===== src/common/aslf_pkg.sv =====
// Purpose: Constants for the serial link framing setup block
// Assumes: 8-bit register data, 16-bit register addresses
// Notes:   Register offsets are byte addresses on the control port
package aslf_pkg;
	localparam logic [15:0] ADDR_SOFT_RESET      = 16'h0000;
	localparam logic [15:0] ADDR_DATAPATH_RESET  = 16'h0001;
	localparam logic [15:0] ADDR_POWER_MODE      = 16'h0002;
	localparam logic [15:0] ADDR_BANDWIDTH_MODE  = 16'h0200;
	localparam logic [15:0] ADDR_DECIMATION      = 16'h0201;
	localparam logic [15:0] ADDR_LINK_MODE       = 16'h0570;
	localparam logic [15:0] ADDR_LINK_POWER      = 16'h0571;
	localparam logic [15:0] ADDR_SAMPLE_WIDTH    = 16'h058B;
	localparam logic [15:0] ADDR_SUBCLASS_RES    = 16'h058F;
	localparam logic [15:0] ADDR_SER_PLL         = 16'h1222;
	localparam logic [15:0] ADDR_LINK_STARTUP    = 16'h1228;
	localparam logic [15:0] ADDR_LOCK_CLEAR      = 16'h1262;
	// Values that carry meaning
	localparam logic [7:0] VAL_SOFT_RESET        = 8'h81;
	localparam logic [7:0] VAL_DATAPATH_RESET    = 8'h02;
	localparam logic [7:0] VAL_PACK_MODE         = 8'hFE;
	localparam logic [7:0] VAL_LINK_PWR_DOWN     = 8'h15;
	localparam logic [7:0] VAL_LINK_PWR_UP       = 8'h14;
	localparam logic [7:0] VAL_FULL_BANDWIDTH    = 8'h00;
	localparam logic [7:0] VAL_STARTUP_HOLD      = 8'h4F;
	localparam logic [7:0] VAL_STARTUP_RUN       = 8'h0F;
	localparam logic [7:0] VAL_PLL_CAL_RESET     = 8'h04;
	localparam logic [7:0] VAL_PLL_NORMAL        = 8'h00;
	localparam logic [7:0] VAL_LOCK_CLEAR        = 8'h08;
	localparam logic [7:0] VAL_LOCK_NORMAL       = 8'h00;
	localparam logic [1:0] POWER_ON_BITS         = 2'h0;
	// Reset values
	localparam logic [7:0] RST_ZERO              = 8'h00;
	localparam logic [7:0] RST_DECIMATION        = 8'h01;
	localparam logic [7:0] RST_LINK_MODE         = 8'h00;
	localparam logic [7:0] RST_LINK_POWER        = 8'h14;
	localparam logic [7:0] RST_SAMPLE_WIDTH      = 8'h0F;
	localparam logic [7:0] RST_SUBCLASS_RES      = 8'h2F;
	localparam logic [7:0] RST_STARTUP           = 8'h0F;
	// Packing layout
	localparam int SAMPLE_BITS  = 12;
	localparam int SAMPLES_PER_FRAME = 5;
	localparam int FRAME_BITS   = 64;
	localparam int SPARE_BITS   = 4;
	localparam logic [3:0] SPARE_VALUE = 4'h0;
	localparam logic [2:0] LAST_SLOT   = 3'h4;
	// Link parameters in packing mode
	localparam logic [3:0] PACK_L  = 4'h8;
	localparam logic [3:0] PACK_M  = 4'h2;
	localparam logic [4:0] PACK_NP = 5'h10;
	// Lane rate to sample rate ratio in packing mode
	localparam logic [3:0] PACK_RATE_RATIO = 4'h4;
	typedef enum logic [1:0] {
		ST_STARTUP_HOLD = 2'b00,
		ST_PLL_CAL      = 2'b01,
		ST_RUN          = 2'b10
	} aslf_link_state_e;
endpackage : aslf_pkg


===== src/verilog/aslf_top.sv =====
// Purpose: Framing setup and fs x4 sample packer of the serial link
// Assumes: Register port writes are single-cycle strobes on CLOCK
// Notes:   Lane rate factor out is M*N'*10/(8*L) in units of output_sample_rate, PACK_RATE_RATIO in packing mode
`timescale 1ns/10ps
module aslf_top
	import aslf_pkg::*;
(
	input  wire logic        CLOCK,
	input  wire logic        RESET,
	input  wire logic        REG_WRITE,
	input  wire logic [15:0] REG_ADDR,
	input  wire logic [7:0]  REG_WDATA,
	output logic [7:0]       REG_RDATA,
	input  wire logic        POWER_DOWN_PIN,
	input  wire logic        PLL_LOCK_IN,
	input  wire logic        DDC_ACTIVE,
	input  wire logic        SAMPLE_VALID,
	output logic             SAMPLE_READY,
	input  wire logic [11:0] SAMPLE_DATA,
	output logic             FRAME_VALID,
	input  wire logic        FRAME_READY,
	output logic [63:0]      FRAME_DATA,
	output logic             PACK_MODE_ACTIVE,
	output logic             INIT_REQUIRED,
	output logic             LINK_RUNNING,
	output logic             LOSS_OF_LOCK,
	output logic [7:0]       DECIMATION_RATIO,
	output logic [3:0]       LANE_COUNT,
	output logic [3:0]       CONVERTER_COUNT,
	output logic [7:0]       LANE_RATE_FACTOR
);
	logic [7:0]       soft_reset_ctrl_reg;
	logic [7:0]       datapath_reset_ctrl_reg;
	logic [7:0]       power_mode_ctrl_reg;
	logic [7:0]       chip_bandwidth_mode_reg;
	logic [7:0]       decimation_select_reg;
	logic [7:0]       link_mode_select_reg;
	logic [7:0]       link_power_ctrl_reg;
	logic [7:0]       sample_width_ctrl_bits_reg;
	logic [7:0]       subclass_resolution_ctrl_reg;
	logic [7:0]       serializer_pll_ctrl_reg;
	logic [7:0]       link_startup_ctrl_reg;
	logic [7:0]       lock_loss_clear_ctrl_reg;
	logic [2:0]       power_down_pin_sync_reg;
	logic             power_down_pin_state_reg;
	logic [2:0]       lock_sync_reg;
	logic             lock_state_reg;
	logic             lol_reg;
	logic             init_req_reg;
	aslf_link_state_e state_reg;
	aslf_link_state_e state_next;
	logic [2:0]       slot_reg;
	logic [59:0]      accum_reg;
	logic [63:0]      buf_data_reg [2];
	logic             buf_wr_reg;
	logic             buf_rd_reg;
	logic [1:0]       buf_count_reg;
	logic             pack_ok;
	logic             frame_done;
	logic             buf_push;
	logic             buf_pop;
	logic             reset_event;
	logic             pll_cal;
	logic             wr_startup;
	logic             wr_pll;
	logic [5:0]       rate_mult;

	// Write strobes for the link bring-up registers
	assign wr_startup = REG_WRITE && (REG_ADDR == ADDR_LINK_STARTUP);
	assign wr_pll     = REG_WRITE && (REG_ADDR == ADDR_SER_PLL);

	// Register file writes
	always_ff @(posedge CLOCK) begin
		if (RESET) begin
			soft_reset_ctrl_reg          <= RST_ZERO;
			datapath_reset_ctrl_reg      <= RST_ZERO;
			power_mode_ctrl_reg          <= RST_ZERO;
			chip_bandwidth_mode_reg      <= RST_ZERO;
			decimation_select_reg        <= RST_DECIMATION;
			link_mode_select_reg         <= RST_LINK_MODE;
			link_power_ctrl_reg          <= RST_LINK_POWER;
			sample_width_ctrl_bits_reg   <= RST_SAMPLE_WIDTH;
			subclass_resolution_ctrl_reg <= RST_SUBCLASS_RES;
			serializer_pll_ctrl_reg      <= RST_ZERO;
			link_startup_ctrl_reg        <= RST_STARTUP;
			lock_loss_clear_ctrl_reg     <= RST_ZERO;
		end else if (REG_WRITE) begin
			if (REG_ADDR == ADDR_SOFT_RESET) begin
				soft_reset_ctrl_reg <= REG_WDATA;
			end else if (REG_ADDR == ADDR_DATAPATH_RESET) begin
				datapath_reset_ctrl_reg <= REG_WDATA;
			end else if (REG_ADDR == ADDR_POWER_MODE) begin
				power_mode_ctrl_reg <= REG_WDATA;
			end else if (REG_ADDR == ADDR_BANDWIDTH_MODE) begin
				chip_bandwidth_mode_reg <= REG_WDATA;
			end else if (REG_ADDR == ADDR_DECIMATION) begin
				decimation_select_reg <= REG_WDATA;
			end else if (REG_ADDR == ADDR_LINK_MODE) begin
				link_mode_select_reg <= REG_WDATA;
			end else if (REG_ADDR == ADDR_LINK_POWER) begin
				link_power_ctrl_reg <= REG_WDATA;
			end else if (REG_ADDR == ADDR_SAMPLE_WIDTH) begin
				sample_width_ctrl_bits_reg <= REG_WDATA;
			end else if (REG_ADDR == ADDR_SUBCLASS_RES) begin
				subclass_resolution_ctrl_reg <= REG_WDATA;
			end else if (REG_ADDR == ADDR_SER_PLL) begin
				serializer_pll_ctrl_reg <= REG_WDATA;
			end else if (REG_ADDR == ADDR_LINK_STARTUP) begin
				link_startup_ctrl_reg <= REG_WDATA;
			end else if (REG_ADDR == ADDR_LOCK_CLEAR) begin
				lock_loss_clear_ctrl_reg <= REG_WDATA;
			end
		end
	end

	// Register read mux, unmapped reads as zero
	always_comb begin
		REG_RDATA = RST_ZERO;
		if (REG_ADDR == ADDR_SOFT_RESET) begin
			REG_RDATA = soft_reset_ctrl_reg;
		end else if (REG_ADDR == ADDR_DATAPATH_RESET) begin
			REG_RDATA = datapath_reset_ctrl_reg;
		end else if (REG_ADDR == ADDR_POWER_MODE) begin
			REG_RDATA = power_mode_ctrl_reg;
		end else if (REG_ADDR == ADDR_BANDWIDTH_MODE) begin
			REG_RDATA = chip_bandwidth_mode_reg;
		end else if (REG_ADDR == ADDR_DECIMATION) begin
			REG_RDATA = decimation_select_reg;
		end else if (REG_ADDR == ADDR_LINK_MODE) begin
			REG_RDATA = link_mode_select_reg;
		end else if (REG_ADDR == ADDR_LINK_POWER) begin
			REG_RDATA = link_power_ctrl_reg;
		end else if (REG_ADDR == ADDR_SAMPLE_WIDTH) begin
			REG_RDATA = sample_width_ctrl_bits_reg;
		end else if (REG_ADDR == ADDR_SUBCLASS_RES) begin
			REG_RDATA = subclass_resolution_ctrl_reg;
		end else if (REG_ADDR == ADDR_SER_PLL) begin
			REG_RDATA = serializer_pll_ctrl_reg;
		end else if (REG_ADDR == ADDR_LINK_STARTUP) begin
			REG_RDATA = {link_startup_ctrl_reg[7:4], lol_reg, state_reg, LINK_RUNNING};
		end else if (REG_ADDR == ADDR_LOCK_CLEAR) begin
			REG_RDATA = {lock_loss_clear_ctrl_reg[7:1], lol_reg};
		end
	end

	// Pin synchronisers, change taken when stages two and three agree
	always_ff @(posedge CLOCK) begin
		if (RESET) begin
			power_down_pin_sync_reg  <= 3'h0;
			power_down_pin_state_reg <= 1'b0;
			lock_sync_reg  <= 3'h0;
			lock_state_reg <= 1'b0;
		end else begin
			power_down_pin_sync_reg <= {power_down_pin_sync_reg[1:0], POWER_DOWN_PIN};
			lock_sync_reg <= {lock_sync_reg[1:0], PLL_LOCK_IN};
			if (power_down_pin_sync_reg[1] == power_down_pin_sync_reg[2]) begin
				power_down_pin_state_reg <= power_down_pin_sync_reg[2];
			end
			if (lock_sync_reg[1] == lock_sync_reg[2]) begin
				lock_state_reg <= lock_sync_reg[2];
			end
		end
	end

	// Any reset kind that calls for the link init writes again
	assign reset_event =
		(power_down_pin_state_reg && !(power_down_pin_sync_reg[1] || power_down_pin_sync_reg[2])) ||
		(REG_WRITE && (REG_ADDR == ADDR_SOFT_RESET) && (REG_WDATA == VAL_SOFT_RESET)) ||
		(REG_WRITE && (REG_ADDR == ADDR_DATAPATH_RESET) &&
			(REG_WDATA == VAL_DATAPATH_RESET)) ||
		(REG_WRITE && (REG_ADDR == ADDR_POWER_MODE) && (REG_WDATA[1:0] == POWER_ON_BITS)) ||
		(REG_WRITE && (REG_ADDR == ADDR_LINK_POWER) && (REG_WDATA == VAL_LINK_PWR_UP) &&
			(link_power_ctrl_reg == VAL_LINK_PWR_DOWN));

	// Init-required flag, set wins over the clear on the start-up hold write
	always_ff @(posedge CLOCK) begin
		if (RESET) begin
			init_req_reg <= 1'b1;
		end else if (reset_event) begin
			init_req_reg <= 1'b1;
		end else if (wr_startup && (REG_WDATA == VAL_STARTUP_HOLD)) begin
			init_req_reg <= 1'b0;
		end
	end

	// Link bring-up state: start-up hold, PLL calibration, run
	always_comb begin
		pll_cal    = (serializer_pll_ctrl_reg == VAL_PLL_CAL_RESET);
		state_next = state_reg;
		case (state_reg)
			ST_STARTUP_HOLD: begin
				if (link_startup_ctrl_reg == VAL_STARTUP_RUN) begin
					state_next = ST_RUN;
				end
			end
			ST_PLL_CAL: begin
				if (!pll_cal) begin
					state_next = ST_RUN;
				end
			end
			ST_RUN: begin
				if (pll_cal) begin
					state_next = ST_PLL_CAL;
				end
			end
			default: state_next = ST_STARTUP_HOLD;
		endcase
		if (link_startup_ctrl_reg == VAL_STARTUP_HOLD) begin
			state_next = ST_STARTUP_HOLD;
		end
	end

	// State register
	always_ff @(posedge CLOCK) begin
		if (RESET) begin
			state_reg <= ST_STARTUP_HOLD;
		end else begin
			state_reg <= state_next;
		end
	end

	// Latched loss of lock; detection is held off while the clear value stands
	always_ff @(posedge CLOCK) begin
		if (RESET) begin
			lol_reg <= 1'b0;
		end else if ((state_reg == ST_RUN) && !lock_state_reg &&
			(lock_loss_clear_ctrl_reg != VAL_LOCK_CLEAR)) begin
			lol_reg <= 1'b1;
		end else if (lock_loss_clear_ctrl_reg == VAL_LOCK_CLEAR) begin
			lol_reg <= 1'b0;
		end
	end

	// Packing allowed only in full bandwidth with the link running
	assign pack_ok = (link_mode_select_reg == VAL_PACK_MODE) &&
		(chip_bandwidth_mode_reg == VAL_FULL_BANDWIDTH) && !DDC_ACTIVE &&
		(state_reg == ST_RUN) && !init_req_reg;

	// Sample packer stalls while the buffer is full
	assign SAMPLE_READY = pack_ok && (buf_count_reg != 2'h2);
	assign frame_done   = SAMPLE_READY && SAMPLE_VALID && (slot_reg == LAST_SLOT);
	assign buf_push     = frame_done;
	assign buf_pop      = FRAME_VALID && FRAME_READY;

	// Shift five samples in, oldest ending in the top bits
	always_ff @(posedge CLOCK) begin
		if (RESET || !pack_ok) begin
			slot_reg  <= 3'h0;
			accum_reg <= 60'h0;
		end else if (SAMPLE_READY && SAMPLE_VALID) begin
			accum_reg <= {accum_reg[47:0], SAMPLE_DATA};
			slot_reg  <= (slot_reg == LAST_SLOT) ? 3'h0 : slot_reg + 3'h1;
		end
	end

	// Two-entry frame buffer toward the lanes
	always_ff @(posedge CLOCK) begin
		if (RESET) begin
			buf_wr_reg      <= 1'b0;
			buf_rd_reg      <= 1'b0;
			buf_count_reg   <= 2'h0;
			buf_data_reg[0] <= 64'h0;
			buf_data_reg[1] <= 64'h0;
		end else begin
			if (buf_push) begin
				buf_data_reg[buf_wr_reg] <= {accum_reg[47:0], SAMPLE_DATA, SPARE_VALUE};
				buf_wr_reg <= !buf_wr_reg;
			end
			if (buf_pop) begin
				buf_rd_reg <= !buf_rd_reg;
			end
			buf_count_reg <= buf_count_reg + {1'b0, buf_push} - {1'b0, buf_pop};
		end
	end

	// Frame outputs
	assign FRAME_VALID = (buf_count_reg != 2'h0);
	assign FRAME_DATA  = buf_data_reg[buf_rd_reg];

	// One link for all lanes; fixed set in packing mode
	always_ff @(posedge CLOCK) begin
		if (RESET) begin
			LANE_COUNT      <= PACK_L;
			CONVERTER_COUNT <= PACK_M;
		end else if (link_mode_select_reg == VAL_PACK_MODE) begin
			LANE_COUNT      <= PACK_L;
			CONVERTER_COUNT <= PACK_M;
		end
	end

	// Lane rate factor M*N'*10/8/L; fixed PACK_RATE_RATIO in packing mode
	assign rate_mult = 6'(CONVERTER_COUNT) * 6'h2;
	always_ff @(posedge CLOCK) begin
		if (RESET) begin
			LANE_RATE_FACTOR <= 8'h0;
		end else if (link_mode_select_reg == VAL_PACK_MODE) begin
			LANE_RATE_FACTOR <= {4'h0, PACK_RATE_RATIO};
		end else if ((LANE_COUNT == 4'h1) || (LANE_COUNT == 4'h2) || (LANE_COUNT == 4'h4) ||
			(LANE_COUNT == PACK_L)) begin
			// Widened so the product M*N'*10 does not wrap before the divide
			LANE_RATE_FACTOR <= 8'((16'(CONVERTER_COUNT) * 16'(PACK_NP) * 16'hA) /
				(16'(LANE_COUNT) * 16'h8));
		end
	end

	// Status outputs
	always_ff @(posedge CLOCK) begin
		if (RESET) begin
			PACK_MODE_ACTIVE <= 1'b0;
			INIT_REQUIRED    <= 1'b1;
			LINK_RUNNING     <= 1'b0;
			LOSS_OF_LOCK     <= 1'b0;
			DECIMATION_RATIO <= RST_DECIMATION;
		end else begin
			PACK_MODE_ACTIVE <= pack_ok;
			INIT_REQUIRED    <= init_req_reg;
			LINK_RUNNING     <= (state_next == ST_RUN);
			LOSS_OF_LOCK     <= lol_reg;
			DECIMATION_RATIO <= decimation_select_reg;
		end
	end

	logic unused_ok;
	assign unused_ok = wr_startup ^ wr_pll ^ rate_mult[0];
endmodule : aslf_top


===== config.mk =====
export PLATFORM = sky130hd
export DESIGN_NAME = aslf_top
export DESIGN_NICKNAME = d
export VERILOG_FILES = /design/src/common/aslf_pkg.sv /design/src/verilog/aslf_top.sv
export SDC_FILE = /design/constraint.sdc
export NUM_CORES = 1
export LEC_CHECK = 0
export BUFFER_PORTS_ARGS = -buffer_cell sky130_fd_sc_hd__buf_2
export CAP_MARGIN = 20
export CORE_MARGIN = 1.5
export CORE_UTILIZATION = 45
export DETAILED_ROUTE_END_ITERATION = 12
export MAX_ROUTING_LAYER = met4
export PLACE_DENSITY = 0.63
export SLEW_MARGIN = 20
export SYNTH_ARGS = -nofsm -noshare
export SYNTH_HDL_FRONTEND = slang
export SYNTH_SLANG_ARGS = --single-unit

===== constraint.sdc =====
create_clock -name CLOCK -period 4.6 [get_ports CLOCK]
set_input_delay 1.15 -clock CLOCK [delete_from_list [all_inputs] [get_ports CLOCK]]
set_output_delay 1.15 -clock CLOCK [all_outputs]
set_load 0.05 [all_outputs]

### After elaboration in Yosys (flattened, before gate mapping)

Memories as Yosys holds them, arrays and structs flattened. A register that Yosys moved wholly into a read port is not among the register bits.
Index checks and enable logic that the tools add are counted.

* word-level logic and storage cells: 161
* memories kept: 1
* RAM bits: 120
* register bits: 177
* output and inout bits: 102
* input bits: 44

Memories
* buf_data_reg: words 2, width 60, rd ports 1, clocked after Yosys merged registers in 1, wr ports 2, line aslf_top.sv:54 `logic [63:0] buf_data_reg [2];`

* equal/unequal tests: 29
* multiplexer cells: 30
* add/subtract/negate cells: 3
* bitwise operators: 11
* reductions and logical operators: 56

Operator list (number)
* $mux 8: 12
* $eq 16x11->1 const B: 4
* $mux 60: 1
* $reduce_or 60->1: 1
* $eq 16x13->1 const B: 3
* $eq 16x10->1 const B: 2
* $logic_and 1x1->1: 22
* $eq 16x1->1 const B: 1
* $eq 16x2->1 const B: 1
* $eq 8x4->1 const B: 2
* $eq 8x5->1 const B: 2
* $eq 8x7->1 const B: 2
* $eq 8x8->1 const B: 2
* $logic_not 16->1: 1
* $reduce_and 13->1: 1
* $reduce_and 12->1: 1
* $mux 1: 11
* $not 1->1: 11
* $reduce_and 11->1: 1
* $reduce_and 10->1: 1
* $reduce_and 9->1: 1
* $eq 8x2->1 const B: 1
* $eq 8x3->1 const B: 1
* $logic_not 8->1: 1
* 24 further kinds: 43

### Longest topological paths before layout

* word-level depth: 13
* gate-level depth with buffers: 11
* depth with buffers taken out: 11

### Least setup slack after synthesis

No wires, ideal clock.

* path kind: input -> output
* start: input port REG_ADDR[2]
* end: output port REG_RDATA[0]
* path slack: -0.331 ns
* path buffers: 1
* arrival: 3.781 ns
* cell stages on the path: 7
* data required time: 3.450 ns
* path through: clkbuf_1 nor4b_1 nand4_1 o221ai_1 a21oi_1 o31a_1 nor3_1

* word-level cells in the longest chain between the ends: 13
* elaborated cells between the ends (all ways): 24
* classes of those cells: 11 x eq/ne; 12 x mux; 1 x reduce/logical

Ends and longest elaborated chain
* start, declared: line aslf_top.sv:11 `input wire logic [15:0] REG_ADDR,`
* $eq 16x13->1: line aslf_top.sv:141 `end else if (REG_ADDR == ADDR_LOCK_CLEAR) begin`
* $mux 8: line aslf_top.sv:141
* $mux 8: line aslf_top.sv:139 `end else if (REG_ADDR == ADDR_LINK_STARTUP) begin`
* $mux 8: line aslf_top.sv:137 `end else if (REG_ADDR == ADDR_SER_PLL) begin`
* $mux 8: line aslf_top.sv:135 `end else if (REG_ADDR == ADDR_SUBCLASS_RES) begin`
* $mux 8: line aslf_top.sv:133 `end else if (REG_ADDR == ADDR_SAMPLE_WIDTH) begin`
* $mux 8: line aslf_top.sv:131 `end else if (REG_ADDR == ADDR_LINK_POWER) begin`
* $mux 8: line aslf_top.sv:129 `end else if (REG_ADDR == ADDR_LINK_MODE) begin`
* $mux 8: line aslf_top.sv:127 `end else if (REG_ADDR == ADDR_DECIMATION) begin`
* $mux 8: line aslf_top.sv:125 `end else if (REG_ADDR == ADDR_BANDWIDTH_MODE) begin`
* $mux 8: line aslf_top.sv:123 `end else if (REG_ADDR == ADDR_POWER_MODE) begin`
* $mux 8: line aslf_top.sv:121 `end else if (REG_ADDR == ADDR_DATAPATH_RESET) begin`
* $mux 8 (*): line aslf_top.sv:119 `if (REG_ADDR == ADDR_SOFT_RESET) begin`
* end, declared: line aslf_top.sv:13 `output logic [7:0] REG_RDATA,`

Mark *: on every way between the ends. The rest lies on a longest branch, timed or not.

### Final worst setup path

* start: input port REG_ADDR[10]
* end: output port REG_RDATA[0]

The elaborated chain is that of the path after synthesis.

==> impl_metrics.py <==
metrics = {
    "placed_design": {
        "post-dp-hpwl_um": 22700,
        "placed_area_um2": 14200,
        "io_buffers": 127,
        "gp_congestion": 0.902,
    },
    "synth": {
        "ys_seq_elements": 298,
        "yosysSeqAreaShare": 0.549,
        "synth_area_leaders": "edfxtp_1 (28%), dfxtp_1 (27%), and2_1 (6.0%), mux2i_1 (5.7%), nand2_1 (5.6%)",
        "syn-instance-count": 1276,
        "ys_warn_count": 0,
        "synth_commonest_cells": "nand2_1 (194), dfxtp_1 (178), and2_1 (126)",
        "async_reset_ff_frac": 0,
        "yosysTopAreaCell": "edfxtp_1",
        "synth_ff_type": "dfxtp_1",
        "ys_types": 66,
        "yosysTopAreaCellShare": 0.276,
        "syn_area_um2": 13100,
        "syn_area_per_cell_um2": 10.2,
        "synth_edf_count": 120,
        "yosysMostFrequentCell": "nand2_1",
    },
    "worst_setup_path": {
        "worstPathRequired_ns": 3.45,
        "crit_chain": "buf_2 > nor4b_2 > nand4_1 > nor3b_2 > a21oi_1 > o31a_1 > nor3_2 > buf_2",
        "start_kind": "primary input",
        "cp-end-kind": "primary output",
        "path_common_cell": "buf_2",
        "max_stage_delay_ns": 0.39,
        "critPathMaxFanout": 4,
        "crit_arrival_ns": 3.21,
        "criticalPathCategory": "in2out",
        "critPathSlowestCell": "nor3b_2",
    },
    "global_route": {
        "met2_usage": 0.382,
        "grt_usage": 0.230,
        "grtUsageMet1": 0.304,
        "grtUsageMet3": 0.0283,
        "first_global_vias": 9345,
        "overflow": 0,
        "busiest_layer": "met2",
        "grt_pass1_wl_um": 53200,
        "antenna_found_initial": 0,
        "grt_max_degree": 63,
    },
    "clock_tree": {
        "cts-root-buf": "clkbuf_16",
        "clk_latency_ns": 0.56,
        "cts_sinks": 298,
        "htree_levels": 1,
        "cts_buffers": 31,
        "clk_path_buf_depth": 3,
        "cts_tree": "done",
        "cts.clk_slew.worst_paths_ns": 0.06,
        "hold_buffers": 0,
    },
    "die": {
        "chipHeight_um": 173,
        "ios": 146,
        "initial_core_util": 0.456,
        "die_area_um2": 30100,
        "rows": 62,
        "fp.dieW_um": 173,
        "coreArea_um2": 28600,
    },
    "cells_and_area": {
        "syn_to_final_growth_pct": 16.2,
        "n_fill_cell": 2629,
        "antenna_cells": 0,
        "finalNetCount": 1453,
        "final_area_um2": 15200,
        "post_route_cells_drive_above_1_share": 0.211,
        "multi_input_area_um2": 5470,
        "seq_area_um2": 7170,
        "largest_reg_flops": 120,
    },
    "sta": {
        "drv_slew": 0,
        "setup_viol": 0,
        "clock_skew_ns": 0.0160,
        "worst_slew_margin_rel": 0.449,
        "period_share": 0.949,
        "rsz0062_at_grt": "no",
        "hold_viol": 0,
        "fin_setup_tns_ns": 0,
        "fmax_mhz": 229,
        "tightestPinTransition_ns": 0.826,
        "fin_crit_ns": 4.36,
    },
    "route": {
        "vias": 9657,
        "vias_per_cell": 5.33,
        "drc": 0,
        "drt_first_pass_iters": 5,
        "drt_iter0_markers": 705,
        "avgRoutedWirePerCell_um": 18.6,
        "wl_um": 33800,
        "drt.antenna.violating_nets": 0,
    },
    "job": {
        "drv_cap": 0,
    },
    "run_status": {
        "status": "complete, no violations",
    },
    "power": {
        "leakagePower_nw": 5.77,
        "irDropWorstVdd_v": 0.000261,
        "power_density_nw_per_um2": 412,
    },
    "min_path": {
        "hold_path.class": "reg2reg",
    },
}
==> through the flow <==
step	power, mW	setup slack, ns	cells	hold slack, ns	util
after floorplan	3.70	0.0767	1292	0.409	-
after global placement	3.90	0.187	1751	0.425	0.495
after detailed placement	3.90	0.148	1751	0.431	0.495
after CTS	6.31	0.142	1809	0.446	0.529
after global routing	6.45	0.0909	1813	0.458	0.530
final	6.25	0.235	1813	0.440	0.530
==> layout by cell type, fill, tap and decap left out, types with 5 or more instances in the layout <==
master     count
and2_1       126
inv_1         15
edfxtp_1     120
nor4b_1        8
clkbuf_16     31
mux2i_1       74
o21ai_0       11
nand4b_1       6
clkbuf_8       6
nor2b_1       18
nor4_1         8
o221ai_1       7
buf_2        126
nand4_1       11
a21oi_1       97
nor3_1        14
nor2_1        94
buf_4         50
clkbuf_1      12
nand2_1      193
a211oi_1       5
dfxtp_1      177
nand2b_1       6
or3_1          5
ha_1           5
nand3_1       25
conb_1        18
mux2_2        62
==> logic make-up (layout without fill, tap and decap cells) <==
logic type | count (synthesis) | count (layout) | share of synthesized area
simple gates | 555 | 555 | 0.217
flops | 298 | 298 | 0.549
compound gates | 160 | 160 | 0.0748
mux | 136 | 136 | 0.110
buf+inv | 113 | 250 | 0.0386
xor+xnor | 7 | 7 | 0.00469
fa+ha+maj | 5 | 5 | 0.00479
other cells | 2 | 18 | 0.000575
==> where the power goes <==
part           internal [mW]  switching, mW  leakage, nW  total, mW
clock                   1.40           1.01        0.479       2.41
combinational          0.276          0.696         2.71      0.972
sequential              2.81         0.0570         2.58       2.87
total                   4.49           1.76         5.77       6.25
==> metal layers <==
metal | vias to the layer above | part of all wire
li1 | 4666 | -
met1 | 4717 | 0.45
met2 | 231 | 0.49
met3 | 43 | 0.046
met4 | 0 | 0.015
met5 | - | 0
==> timing repair <==
action	in CTS	in global routing
resized for setup	0	0
endpoints found under the setup margin	0	3
setup buffers	0	4
==> cell type report <==
cell class,count,share of cell area
well taps,384,0.0317
multi-input cells,881,0.361
clock buffers,49,0.0596
flip-flops and latches,298,0.473
inverters,16,0.00396
repair buffers,176,0.0663
clock inverters,9,0.00511
==> final timing paths <==
path	start	end	slack [ns]	cells past startpoint
worst max register to register	chip_bandwidth_mode_reg[5]	buf_data_reg[1][30]	1.61	7
worst min register to register	lock_sync_reg[0]	lock_sync_reg[1]	0.44	1
worst min-delay path	lock_sync_reg[0]	lock_sync_reg[1]	0.44	1
worst max-delay path	REG_ADDR[10]	REG_RDATA[0]	0.24	8
==> critical path, delay by kind of cell <==
kind / cells / cell delay (ns)
AND/OR/NAND/NOR: 4 / 1.20
buffers and inverters: 2 / 0.42
AO/OA/AOI/OAI: 2 / 0.44
(Power assumes the default switching activity.)
